[src/rtl/cfg_chain_defines.vh]
// Constants of the serial configuration chain loader
`ifndef CFG_CHAIN_DEFINES_VH
`define CFG_CHAIN_DEFINES_VH

// Number of setup bits held by one device
`define CFG_CHAIN_LEN        16'h0100
// Width of the bit counter
`define CFG_CNT_W            16
// Reset values
`define CFG_CNT_RST          16'h0000
`define CFG_DONE_N_RST       1'b1
`define CFG_SETUP_RST        1'b0
`define CFG_PHASE_RST        2'h0
`define CFG_SO_RST           1'h0
`define CFG_READY_RST        1'h0
`define CFG_ACCEPT_RST       1'h0
// Counts: index of the final setup bit and the count step
`define CFG_CNT_LAST         16'h00ff
`define CFG_CNT_STEP         16'h0001

`endif

[src/rtl/sync_edge.v]
// Two-flop synchroniser with a rising edge detector
`timescale 1ns/1ps
`default_nettype none

module sync_edge (
   input  wire sys_clk,
   input  wire rst,
   input  wire din,
   output reg  level_r,
   output reg  rise_r
);

   reg meta_r;
   reg sync_r;

   always @(posedge sys_clk) begin
      if (rst) begin
         meta_r  <= 1'b0;
         sync_r  <= 1'b0;
         level_r <= 1'b0;
         rise_r  <= 1'b0;
      end else begin
         meta_r  <= din;
         sync_r  <= meta_r;
         level_r <= sync_r;
         rise_r  <= sync_r & ~level_r;
      end
   end

endmodule // sync_edge

`default_nettype wire

[src/rtl/serial_config_chain_loader.v]
// Serial configuration chain loader of a multi-queue device
//
// How it works
// - A bit is captured on each rising shift clock while enable is low, until all 256 bits are in.
// - Setup storage is a shift register advancing one place per enabled edge.
// - The done output reports that programming has finished.
// - Once programmed, done follows the load enable level.
// - Normal queue operation is allowed only while done is low.
// - Once loaded with done low, serial input passes through to the output.
// - Done going low serves as the load enable of the next device in a chain.
`timescale 1ns/1ps
`default_nettype none
`include "cfg_chain_defines.vh"

module serial_config_chain_loader (
   input  wire                        sys_clk,
   input  wire                        rst,
   input  wire                        serial_shift_clk,
   input  wire                        serial_load_enable_in_n,
   input  wire                        serial_data_in,
   input  wire                        default_setup,
   input  wire                        write_queue_select_enable,
   output reg                         serial_load_done_out_n,
   output reg                         serial_data_out,
   output reg                         queue_select_accept_r,
   output reg                         ready_r,
   output reg  [`CFG_CHAIN_LEN-1:0]   setup_r
);

   // ------------------------------------------------------------
   // Pin synchronisers
   // ------------------------------------------------------------
   wire sclk_rise;
   wire en_lvl;
   wire si_lvl;
   reg  en_meta_r;
   reg  en_sync_r;
   reg  si_meta_r;
   reg  si_sync_r;
   reg  wsel_meta_r;
   reg  wsel_sync_r;
   reg  dflt_meta_r;
   reg  dflt_sync_r;

   sync_edge u_sclk (
      .sys_clk (sys_clk),
      .rst     (rst),
      .din     (serial_shift_clk),
      .level_r (),
      .rise_r  (sclk_rise)
   );

   // Enable and data get one extra stage to line up with the edge flag
   always @(posedge sys_clk) begin
      if (rst) begin
         en_meta_r   <= 1'b1;
         en_sync_r   <= 1'b1;
         si_meta_r   <= 1'b0;
         si_sync_r   <= 1'b0;
         wsel_meta_r <= 1'b0;
         wsel_sync_r <= 1'b0;
         dflt_meta_r <= 1'b0;
         dflt_sync_r <= 1'b0;
      end else begin
         en_meta_r   <= serial_load_enable_in_n;
         en_sync_r   <= en_meta_r;
         si_meta_r   <= serial_data_in;
         si_sync_r   <= si_meta_r;
         wsel_meta_r <= write_queue_select_enable;
         wsel_sync_r <= wsel_meta_r;
         dflt_meta_r <= default_setup;
         dflt_sync_r <= dflt_meta_r;
      end
   end

   reg en_d_r;
   reg si_d_r;
   always @(posedge sys_clk) begin
      if (rst) begin
         en_d_r <= 1'b1;
         si_d_r <= 1'b0;
      end else begin
         en_d_r <= en_sync_r;
         si_d_r <= si_sync_r;
      end
   end
   assign en_lvl = en_d_r;
   assign si_lvl = si_d_r;

   // ------------------------------------------------------------
   // Load phase
   // ------------------------------------------------------------
   localparam [1:0] PH_WAIT  = 2'h0;
   localparam [1:0] PH_SHIFT = 2'h1;
   localparam [1:0] PH_DONE  = 2'h2;

   reg  [1:0]            phase_r;
   reg  [1:0]            phase_nxt;
   reg  [`CFG_CNT_W-1:0] cnt_r;
   wire                  loaded;
   wire                  shift_en;
   wire                  take_bit;

   // Decodes the count at which the final setup bit arrives
   function last_bit;
      input [`CFG_CNT_W-1:0] cnt;
      begin
         last_bit = (cnt == `CFG_CNT_LAST);
      end
   endfunction

   assign loaded   = (phase_r == PH_DONE);
   // Shifting stops once loaded so later bits go through, not in
   assign shift_en = sclk_rise & ~en_lvl & ~loaded;
   // Default setup wins over a shift edge in the same cycle
   assign take_bit = shift_en & ~dflt_sync_r;

   always @* begin
      phase_nxt = phase_r;
      case (phase_r)
         PH_WAIT: begin
            if (dflt_sync_r) begin
               phase_nxt = PH_DONE;
            end else if (take_bit && last_bit(cnt_r)) begin
               phase_nxt = PH_DONE;
            end else if (take_bit) begin
               phase_nxt = PH_SHIFT;
            end
         end
         PH_SHIFT: begin
            if (dflt_sync_r) begin
               phase_nxt = PH_DONE;
            end else if (take_bit && last_bit(cnt_r)) begin
               phase_nxt = PH_DONE;
            end
         end
         PH_DONE: begin
            // Loaded state lasts until the next reset
            phase_nxt = PH_DONE;
         end
         default: begin
            phase_nxt = PH_WAIT;
         end
      endcase
   end

   always @(posedge sys_clk) begin
      if (rst) begin
         phase_r <= `CFG_PHASE_RST;
      end else begin
         phase_r <= phase_nxt;
      end
   end

   // ------------------------------------------------------------
   // Setup shift register and bit count
   // ------------------------------------------------------------
   // Default setup keeps the reset contents of the chain
   always @(posedge sys_clk) begin
      if (rst) begin
         setup_r <= {`CFG_CHAIN_LEN{`CFG_SETUP_RST}};
      end else if (take_bit) begin
         setup_r <= {setup_r[`CFG_CHAIN_LEN-2:0], si_lvl};
      end
   end

   always @(posedge sys_clk) begin
      if (rst) begin
         cnt_r <= `CFG_CNT_RST;
      end else if (take_bit) begin
         cnt_r <= cnt_r + `CFG_CNT_STEP;
      end
   end

   // ------------------------------------------------------------
   // Done, pass-through and queue select gating
   // ------------------------------------------------------------
   reg done_n_nxt;
   reg so_nxt;
   reg accept_nxt;

   always @* begin
      // Held high until loaded, then mirrors the enable
      done_n_nxt = loaded ? en_lvl : `CFG_DONE_N_RST;
      // Sampled, so it lags the pin by the synchroniser depth
      so_nxt     = (loaded & ~en_lvl) ? si_lvl : `CFG_SO_RST;
      // Selections before completion are dropped
      accept_nxt = wsel_sync_r & ~serial_load_done_out_n;
   end

   always @(posedge sys_clk) begin
      if (rst) begin
         serial_load_done_out_n <= `CFG_DONE_N_RST;
      end else begin
         serial_load_done_out_n <= done_n_nxt;
      end
   end

   always @(posedge sys_clk) begin
      if (rst) begin
         serial_data_out <= `CFG_SO_RST;
      end else begin
         serial_data_out <= so_nxt;
      end
   end

   always @(posedge sys_clk) begin
      if (rst) begin
         ready_r <= `CFG_READY_RST;
      end else begin
         ready_r <= ~done_n_nxt;
      end
   end

   always @(posedge sys_clk) begin
      if (rst) begin
         queue_select_accept_r <= `CFG_ACCEPT_RST;
      end else begin
         queue_select_accept_r <= accept_nxt;
      end
   end

endmodule // serial_config_chain_loader

`default_nettype wire

[config.mk]
export PLATFORM = sky130hd
export DESIGN_NAME = serial_config_chain_loader
export DESIGN_NICKNAME = d
export VERILOG_FILES = /design/src/rtl/sync_edge.v /design/src/rtl/serial_config_chain_loader.v
export VERILOG_INCLUDE_DIRS = /design/src /design/src/rtl
export SDC_FILE = /design/constraint.sdc
export NUM_CORES = 1
export LEC_CHECK = 0
export ABC_AREA = 1
export BUFFER_PORTS_ARGS = -buffer_cell sky130_fd_sc_hd__buf_2
export CELL_PAD_IN_SITES_DETAIL_PLACEMENT = 0
export CELL_PAD_IN_SITES_GLOBAL_PLACEMENT = 2
export CORE_ASPECT_RATIO = 0.7
export CORE_MARGIN = 2
export CORE_UTILIZATION = 30
export CTS_CLUSTER_SIZE = 10
export DETAILED_ROUTE_END_ITERATION = 6
export HOLD_SLACK_MARGIN = 0.08
export PLACE_DENSITY = 0.76
export RECOVER_POWER = 100
export SLEW_MARGIN = 10
export SYNTH_ARGS = -nofsm -noshare
export SYNTH_HDL_FRONTEND = slang
export SYNTH_SLANG_ARGS = --single-unit
[constraint.sdc]
create_clock -name sys_clk -period 1.9 [get_ports sys_clk]
set_clock_uncertainty 0.15 [all_clocks]
set_input_delay 0.19 -clock sys_clk [delete_from_list [all_inputs] [get_ports sys_clk]]
set_output_delay 0.19 -clock sys_clk [all_outputs]
set_load 0.03 [all_outputs]
==> summary.md, run 1 <==
| Metric | Value |
|---|---|
| Status | complete, no violations |
| Synth Cell Area | between 0.01 and 0.015 sq mm |
| Synth top area share | 56.4% |
| Peak VDD IR | ~0.00055 V |
| Worst hold path class | reg -> reg |
| Area growth syn-to-layout | 28.3% |
| GRT Total Usage | ~16% |
| Syn Nets | between 1k and 1.5k |
| FFs w/ async S/R, synth | 0% |
| Worst-margin pin slew | approximately 0.5 ns |
| Gr ovfl total | 0 |
| PnR worst setup slack | approximately 0.12 ns |
| Antenna diode count | 0 |
| CP bufs+invs | 5 |
| CP peak stage delay | about 0.33 ns |
| Clock tree from TritonCTS | built |
| Die height | between 150 and 200 um |
| Netlist cell types | 33 |
| Rows | 56 |
| Critical path's top delay family | buffers and inverters |
| Via Count | 9,210 |
| Power consumption | between 10 and 15 mW |
| Post-synth EDFFs | 0 |
| Inserted Clock Buffers | 35 |
| NumNets Final | 1,610 |
| Minimum clock period | between 1.5 and 2 ns |
| Worst hold slack | 0.233 ns |
| Pwr Density | 959 mW/mm^2 |
| Crit end category | flop |
| Max clock buf depth | 3 |
| Slew Limit Fails | 0 |
| Largest net degree at the start of global routing | 66 |
| Synth area leaders | dfxtp_1 56%, nor2_1 19%, o21ai_0 12% |
| Crit Path Category | reg -> reg |
| Initial antenna violation count | 0 |
| Initial Utilization | 30.7% |
| Max-cap violations | 0 |
| Final RePlAce weighted congestion | about 0.75 |
| Final ANT Viol Nets | 0 |
| Synth warn | 0 |
| Multi-input gate area | roughly 0.0039 sq mm |
| IO Pins | roughly 270 |
| Drt pass-1 iters | 6 |
| Clock Pin Slew Worst Setup and Hold Paths | 0.05 ns |
| First-pass GRT wire length | around 47,000 um |
| Setup tns final | 0 ns |
| CTS root buf | clkbuf_16 |
| Worst EP arrival | 2.08 ns |
| Hold path cells | 1 |
| Syn Area/Cell | about 7.9 sq um |
| DRT iter0 DRCs | 576 |
| Final period util | 93.8% |
| F_max | around 560 MHz |
| FILL cells | 3,698 |
| Post-DR wirelength/cell | between 10 and 15 um |
| Register bit total from synthesis | approximately 290 |
| Setup violators final | 0 |
| Reg area | 0.00585 sq mm |
| Via density per instance | approximately 4.5 |
| Share of layout cells above drive strength 1 | 7.48% |
| Critical path depth | 10 |
| Worst reg2reg path depth | 10 |
| Port bufs | 266 |
| Core area | 0.0338 sq mm |
| Most used cell, CP | nor2_1 |
| Worst path cell trace | inv_2 > ha_4 > inv_4 > nand3b_1 > nor2_4 > buf_8 > clkbuf_16 > buf_4 > nor2_1 > nor2_1 |
| Post-synth top flop | dfxtp_1 |
| Sequential area share after synthesis | between 50% and 60% |
| Mapped Cells | 1,315 |
| Pre-CTS setup slack | 0.0190 ns |
| Vias in the first global route | about 8.4k |
| Slowest CP cell | dfxtp_2 |
| Die area | between 0.03 and 0.04 sq mm |
| DRT Wirelength | roughly 31,000 um |
| Worst skew pair latency | between 0.5 and 0.6 ns |
| H-tree levels | 2 |
| Critical Path RT | approximately 2.2 ns |
| Final core utilization | approximately two fifths |
| Crit start category | flop |
| # DRC | 0 |
| Fin. Hold Viols | 0 |
| Die X | between 200 and 250 um |
| Clock Sink Count | slightly below 300 |
| Area leader, netlist | dfxtp_1 |
| CP Max Fanout | 8 |
| Leakage power figure | roughly 4.8 nW |
| Hpwl dp | around 19,000 um |
| Slew Limit Headroom | between 60% and 70% |
## timing repair
action / 4_1_cts / 5_1_grt
setup endpoints to repair: 1 / 257
pin swaps: 0 / 12
resized for setup: 0 / 19
buffers inserted: 0 / 10
gates cloned: 0 / 10
hold buffers: 10 / 0
endpoints found under the hold margin: 53 / 0
## where the power goes
part	total, mW	switching (mW)	internal [mW]
logic	0.589	0.369	0.220
clock network	5.96	2.43	3.52
registers	6.21	0.0325	6.18
total	12.8	2.83	9.92
## cells in the final DEF (no fill, tap or decap), types with 9 or more instances in the layout
cell and count:
buf_6 9, buf_4 17, nand2_1 35, clkbuf_16 42, buf_12 12, inv_1 35, o21ai_0 243, dlygate4sd3_1 10
o21ai_1 20, clkbuf_1 268, dfxtp_1 291, nor3_1 9, a21oi_1 11, nor2_1 536
## flip-flops by register name (all words and copies together) (netlist names)
register                flops
en_meta_r                   1
u_sclk.rise_r               1
si_d_r                      1
u_sclk.sync_r               1
u_sclk.level_r              1
serial_load_done_out_n      1
serial_data_out             1
setup_r                   256
phase_r                     2
cnt_r                      16
dflt_sync_r                 1
wsel_sync_r                 1
ready_r                     1
en_d_r                      1
en_sync_r                   1
si_sync_r                   1
si_meta_r                   1
u_sclk.meta_r               1
dflt_meta_r                 1
wsel_meta_r                 1
queue_select_accept_r       1
## final timing paths
kind,startpoint,endpoint,slack (ns)
max reg2reg,phase_r[0],setup_r[9],0.12
min reg2reg,u_sclk.level_r,u_sclk.rise_r,0.23
max,phase_r[0],setup_r[9],0.12
min,u_sclk.level_r,u_sclk.rise_r,0.23
## cells by family after synthesis
logic type / share of synthesized area, %
xor gates and xnor gates: 0.253
AOI/OAI and AO/OA: 13.7
DFF: 56.4
adders and majority gates: 0.603
buffers and inverters: 6.16
and+or+nand+nor: 22.9
## metal layers
layer | track usage [%] | part of all wire (%)
met1 | 22.9 | 52
met2 | 23.2 | 41
met3 | 4.47 | 5.9
met4 | 4.19 | 1.7
met5 | 0 | 0
## cell usage after synthesis, types with 3 or more instances
master    instances
buf_6            10
or2_2             3
nor2_1          536
nand3_1           9
ha_1              5
inv_1            37
nor3_1            9
buf_4            16
o21ai_0         243
dfxtp_1         292
o21ai_1          20
nand2_1          35
nand4_1           3
clkbuf_1         44
buf_2            18
nor2_2            3
a21oi_1          12
## through the flow
| step | cells | instance area, sq um |
|---|---|---|
| after floorplan | 1315 | 10400 |
| after global placement | 1995 | 12300 |
| after detailed placement | 1995 | 12300 |
| after CTS | 2048 | 13400 |
| after global routing | 2068 | 13300 |
| final | 2068 | 13300 |
## area by class of cell
type,count,share of cell area (%)
multi-input combinational,895,29.5
timing repair buffer,335,13.7
sequential,292,44.0
inverter,39,1.16
tap,464,4.36
clock buffer,43,7.28
Power figures use the tool's default switching activity.
==> run 2: changes to the inputs <==
--- a/config.mk
+++ b/config.mk
@@ -11,5 +11,4 @@
 export CELL_PAD_IN_SITES_DETAIL_PLACEMENT = 0
 export CELL_PAD_IN_SITES_GLOBAL_PLACEMENT = 2
-export CORE_ASPECT_RATIO = 0.7
 export CORE_MARGIN = 2
 export CORE_UTILIZATION = 30
==> constraint.sdc (replaced) <==
create_clock -name sys_clk -period 1.9 [get_ports sys_clk]
set_clock_uncertainty 0.15 [all_clocks]
set_input_delay 0.285 -clock sys_clk [delete_from_list [all_inputs] [get_ports sys_clk]]
set_output_delay 0.285 -clock sys_clk [all_outputs]
set_load 0.03 [all_outputs]
==> summary.md, run 2 (synthesis gave the netlist of run 1 again) <==
| Metric | Value |
|---|---|
| Max-cap violations | 0 (unchanged) |
| Clock Pin Slew Worst Setup and Hold Paths | 0.06 ns (about the same) |
| DRT Wirelength | 29,100 um (-5.1%) |
| First-pass GRT wire length | 44,300 um (-5.0%) |
| Inserted Clock Buffers | 35 (unchanged) |
| Busiest grt layer | met2 |
| Largest net degree at the start of global routing | 116 (+76%) |
| Post-DR wirelength/cell | 14.2 um (-4.1%) |
| Final RePlAce weighted congestion | 0.750 (+0.48%) |
| Worst EP arrival | 2.09 ns (about the same) |
| Die X | 190 um (-16%) |
| Antenna diode count | 0 (unchanged) |
| DRT iter0 DRCs | 494 (-14%) |
| Peak VDD IR | 0.000538 V (-2.8%) |
| FILL cells | 3,598 (-2.7%) |
| Vias in the first global route | 8,089 (-3.2%) |
| Commonest non-fill, non-tap cells in the layout | 536 x nor2_1, 291 x dfxtp_1, 265 x buf_2 |
| Top reg by flops | setup_r |
| Clock Sink Count | 292 (unchanged) |
| Via density per instance | 4.43 (-0.48%) |
| Core area | 0.0343 sq mm (+1.5%) |
| Clock tree from TritonCTS | built |
| Sw power | 2.71 mW (-4.2%) |
| Combinational Power Share | 4.4% (-0.2 points) |
| Met1 Use GR | 20.5% (-2.3 points) |
| CTS root buf | clkbuf_16 |
| Status | complete, no violations |
| PnR worst setup slack | 0.0798 ns (-0.0377 ns) |
| Largest registers | setup_r: 256 flops, cnt_r: 16 flops, phase_r: 2 flops |
| Die area | 0.0361 sq mm (about the same) |
| Clock power frac | 46.4% (-0.3 points) |
| Crit start category | flop |
| Critical Path RT | 2.17 ns (-0.03 ns) |
| Commonest non-fill, non-tap cell in the layout | nor2_1 |
| Reg area | 0.00585 sq mm (unchanged) |
| Final ANT Viol Nets | 0 (unchanged) |
| Initial antenna violation count | 0 (unchanged) |
| CP Max Fanout | 7 (-1) |
| Worst-margin pin slew | 0.500 ns (+0.00975 ns) |
| Drt pass-1 iters | 4 (-2) |
| Port bufs | 266 (unchanged) |
| Worst hold slack | 0.241 ns (+0.00746 ns) |
| Slew Limit Fails | 0 (unchanged) |
| Pre-CTS setup slack | 0.0603 ns (+0.0413 ns) |
| Initial Utilization | 30.2% (-0.46 points) |
| NumNets Final | 1,597 (-0.81%) |
| Slew Limit Headroom | 66.7% (-0.79 points) |
| Grt met2 use | 22.9% (-0.32 points) |
| Max reg flops | 256 (unchanged) |
| Leakage power figure | 5.93 nW (+22%) |
| Final period util | 95.8% (+2.0 points) |
| GRT Total Usage | 14.8% (-1.1 points) |
| Int Pwr | 9.89 mW (-0.35%) |
| Worst skew pair latency | 0.49 ns (-0.02 ns) |
| Share of layout cells above drive strength 1 | 23.3% (+16 points) |
| Rows | 68 (+21%) |
| Hpwl dp | 18,100 um (-6.7%) |
| Final core utilization | 39.6% (+0.22 points) |
| Pwr Density | 928 mW/mm^2 (-3.2%) |
| Minimum clock period | 1.82 ns (+0.0377 ns) |
| # DRC | 0 (unchanged) |
| Fin. Hold Viols | 0 (unchanged) |
| Max clock buf depth | 3 (unchanged) |
| Sw Share | 21.5% (-0.68 points) |
| Area growth syn-to-layout | 31.0% |
| Gr ovfl total | 0 (unchanged) |
| Setup tns final | 0 ns (unchanged) |
| Die height | 190 um (+19%) |
| Grt met3 use | 3.45% (-1.0 points) |
| F_max | 549 MHz (-2.1%) |
| H-tree levels | 2 (unchanged) |
| IO Pins | 267 (unchanged) |
| Crit end category | flop |
| Power consumption | 12.6 mW (-1.2%) |
| Setup violators final | 0 (unchanged) |
| Reg power frac | 49.3% (+0.6 points) |
| Multi-input gate area | 0.00390 sq mm (-0.67%) |
| Worst hold path class | reg -> reg |
| Via Count | 9,073 (-1.5%) |
| Crit Path Category | reg -> reg |
run 2: cell count changes in the layout (fill, tap and decap cells not counted), moves of 5 or more:
cell	delta
clkbuf_2	-5
buf_2	+260
buf_6	-6
buf_4	+6
clkbuf_4	-6
clkbuf_1	-261
run 2: power groups by stage:
stage | Combinational, mW | Sequential, mW | Clock (mW)
3_3_place_gp | 0.518 | 6.34 | 0
2_1_floorplan | 0.335 | 6.38 | 0
4_1_cts | 0.529 | 6.20 | 6.10
6_report | 0.550 | 6.21 | 5.84
5_1_grt | 0.637 | 6.21 | 6.33
3_5_place_dp | 0.517 | 6.34 | 0
run 2: layer usage:
metal,up-vias,share of wire [%],wire length [um]
li1,4721,-,-
met1,4098,48,14100
met2,208,44,12700
met3,46,5.7,1650
met4,0,2.2,638
met5,-,0,0
run 2: what timing repair did:
item,CTS,global route
endpoints found under the hold margin,25,0
setup buffers,0,11
resized for setup,0,13
setup endpoints to repair,0,252
hold buffers,6,0
run 2: final timing paths:
path                  startpoint             to  slack, ns  cells past startpoint
setup / recovery      phase_r[0]       cnt_r[6]       0.08                     10
hold / removal    u_sclk.level_r  u_sclk.rise_r       0.24                      1
setup reg to reg      phase_r[0]       cnt_r[6]       0.08                     10
hold reg to reg   u_sclk.level_r  u_sclk.rise_r       0.24                      1
run 2: worst max-delay path, stage by stage, from the launching register on:
cell and delay, ns:
dfxtp_2 0.33, inv_2 0.04, ha_2 0.17, inv_2 0.08, nand3b_1 0.15, nor2_4 0.16
buf_12 0.16, buf_6 0.11, clkbuf_16 0.14, a31oi_1 0.07, nor3b_1 0.19
run 2: final cells by class:
class                           instances  share of cell area (%)
Timing Repair Buffer                  322                    15.8
Multi-Input combinational cell        895                    28.7
Sequential cell                       292                    43.1
Clock buffer                           44                    7.08
Tap cell                              455                    4.19
Inverter                               39                    1.11
run 2: per-stage QoR:
stage	instances	cell area, sq um
finish	2047	13600
global route	2047	13600
CTS	2028	13200
detailed placement	1978	12200
global placement	1978	12200
floorplan	1315	10400
==> run 3: changes to the inputs <==
- SETUP_SLACK_MARGIN: default -> 0.3
==> summary.md, run 3 (synthesis gave the netlist of run 1 again) <==
| Metric | Value |
|---|---|
| Die X | 190 um (unchanged) |
| Antenna diode count | 0 (unchanged) |
| Reg area | 0.00585 sq mm (about the same) |
| Slew Limit Fails | 0 (unchanged) |
| Non-Filler Instances | 2,080 (+1.6%) |
| Fin. Hold Viols | 0 (unchanged) |
| Final core utilization | 40.7% (+1.1 points) |
| Worst EP arrival | 2.11 ns (+0.02 ns) |
| Post-Place Cells | 1,976 (-0.10%) |
| CP Max Fanout | 8 (+1) |
| Via Count | 9,384 (+3.4%) |
| GRT Total Usage | 16.3% (+1.4 points) |
| Initial Utilization | 30.2% (unchanged) |
| # DRC | 0 (unchanged) |
| Launch point of the worst reg-to-reg path | phase_r[0] |
| Largest net degree at the start of global routing | 83 (-28%) |
| Final period util | 96.2% (+0.37 points) |
| Status | complete, no violations |
| Initial antenna violation count | 0 (unchanged) |
| Final ANT Viol Nets | 0 (unchanged) |
| Max-cap violations | 0 (unchanged) |
| Drt pass-1 iters | 4 (unchanged) |
| F_max | 547 MHz (-0.38%) |
| Slowest CP cell | dfxtp_2 |
| First-pass GRT wire length | 47,600 um (+7.5%) |
| RSZ-0062 raised after global routing | yes |
| Hold path cells | 1 (unchanged) |
| Rows | 68 (unchanged) |
| Leakage power figure | 5.20 nW (-12%) |
| Slew Limit Headroom | 63.3% (-3.4 points) |
| IO Pins | 267 (unchanged) |
| Port bufs | 266 (unchanged) |
| Post-DR wirelength/cell | 15.0 um (+5.8%) |
| CTS root buf | clkbuf_16 |
| Die height | 190 um (unchanged) |
| Worst reg2reg path depth | 11 (+1) |
| FILL cells | 3,662 (+1.8%) |
| Max clock buf depth | 3 (unchanged) |
| Top reg by flops | setup_r |
| Clock Pin Slew Worst Setup and Hold Paths | 0.05 ns (about the same) |
| Gr ovfl total | 0 (unchanged) |
| Crit start category | flop |
| Core area | 0.0343 sq mm (unchanged) |
| Setup violators final | 0 (unchanged) |
| Crit path launch | phase_r[0] |
| Power consumption | 12.7 mW (+0.99%) |
| Commonest non-fill, non-tap cell in the layout | nor2_1 |
| NumNets Final | 1,630 (+2.1%) |
| DRT Wirelength | 31,200 um (+7.5%) |
| Final RePlAce weighted congestion | 0.750 (about the same) |
| Setup slack, reg-to-reg | 0.07 ns (about the same) |
| Peak VDD IR | 0.000528 V (-1.8%) |
| Via density per instance | 4.51 (+1.8%) |
| Share of layout cells above drive strength 1 | 12.1% (-11 points) |
| Multi-input gate area | 0.00415 sq mm (+6.3%) |
| Commonest non-fill, non-tap cells in the layout | 494 x nor2_1, 290 x dfxtp_1, 266 x clkbuf_1 |
| CP peak stage delay | 0.33 ns (about the same) |
| Hpwl dp | 18,200 um (+0.75%) |
| Pwr Density | 913 mW/mm^2 (-1.6%) |
| Die area | 0.0361 sq mm (unchanged) |
| Largest registers | setup_r: 256 flops, cnt_r: 16 flops, phase_r: 2 flops |
| Vias in the first global route | 8,600 (+6.3%) |
| Area growth syn-to-layout | 34.5% |
| Hold Startpoint | u_sclk.level_r |
| FF-to-FF End | setup_r[142] |
| Critical Path RT | 2.18 ns (about the same) |
| Worst skew pair latency | 0.50 ns (about the same) |
| DRT iter0 DRCs | 448 (-9.3%) |
| Worst path cell trace | inv_2 > ha_4 > inv_2 > nand3b_1 > nor2_4 > buf_6 > buf_12 > buf_12 > clkbuf_16 > nor2_1 > nor2_1 |
| Inserted Clock Buffers | 36 (+2.9%) |
| Clock Sink Count | 292 (unchanged) |
| Crit end category | flop |
| Hold EP | u_sclk.rise_r |
| Worst-margin pin slew | 0.550 ns (+0.0505 ns) |
| Minimum clock period | 1.83 ns (+0.00698 ns) |
| Setup tns final | 0 ns (unchanged) |
| H-tree levels | 2 (unchanged) |
| Crit Path Category | reg -> reg |
| Clock tree from TritonCTS | built |
| Max reg flops | 256 (unchanged) |
| Worst hold path class | reg -> reg |
## run 3: cell types whose count changed in the layout (fill, tap and decap cells not counted), sizes merged
cell,change
inv,+1
clkinv,+2
clkbuf,+268
bufbuf,+2
buf,-240
## run 3: worst max-delay path by stage
stage | to | slack (ns) | cells after the start
after floorplan | setup_r[47] | 0.31 | 9
after global placement | setup_r[120] | 0.08 | 9
after detailed placement | setup_r[120] | 0.04 | 9
after CTS | cnt_r[10] | 0.12 | 11
after global routing | setup_r[142] | -0.01 | 11
final | setup_r[142] | 0.07 | 11
## run 3: per-stage QoR
| stage | hold WS, ns | setup WS [ns] | cell area [sq um] |
|---|---|---|---|
| finish | 0.241 | 0.0729 | 13900 |
| detailed placement | 0.238 | 0.0351 | 12200 |
| global placement | 0.235 | 0.0781 | 12200 |
| global route | 0.261 | -0.0117 | 13900 |
| floorplan | 0.223 | 0.308 | 10400 |
| CTS | 0.245 | 0.119 | 14000 |
## run 3: repair_timing
item | in CTS | in global routing
resized for setup | 68 | 107
endpoints found under the setup margin | 272 | 278
hold buffers | 6 | 0
pin swaps | 27 | 89
endpoints found under the hold margin | 31 | 0
setup buffers | 26 | 3
cloned | 13 | 11
## run 3: final cells by class
| class | instances | share of cell area, % |
|---|---|---|
| inverter | 39 | 1.09 |
| sequential | 292 | 41.9 |
| clock inverter | 3 | 0.135 |
| tap | 455 | 4.08 |
| clock buffer | 42 | 6.77 |
| multi-input combinational | 895 | 29.8 |
| timing repair buffer | 354 | 16.2 |
## run 3: critical path, delay by kind of cell (launching register included)
kind	cells	cell delay, ns
AND/OR/NAND/NOR	4	0.45
buffers and inverters	6	0.67
flip-flops	1	0.33
adder cells (fa/ha/maj)	1	0.14
## run 3: layer usage
layer  share of wire [%]  routed length, um  track usage [%]  vias up
li1                    -                  -                -     4799
met1                  48              15000             22.5     4344
met2                  45              14000             25.6      196
met3                 5.1               1580             3.56       45
met4                 2.1                653             4.38        0
met5                   0                  0                0        -
## run 3: where the power goes
| part | internal, mW | leakage [nW] | switching (mW) |
|---|---|---|---|
| sequential | 6.18 | 2.36 | 0.0322 |
| combinational | 0.238 | 2.38 | 0.360 |
| clock | 3.47 | 0.474 | 2.45 |
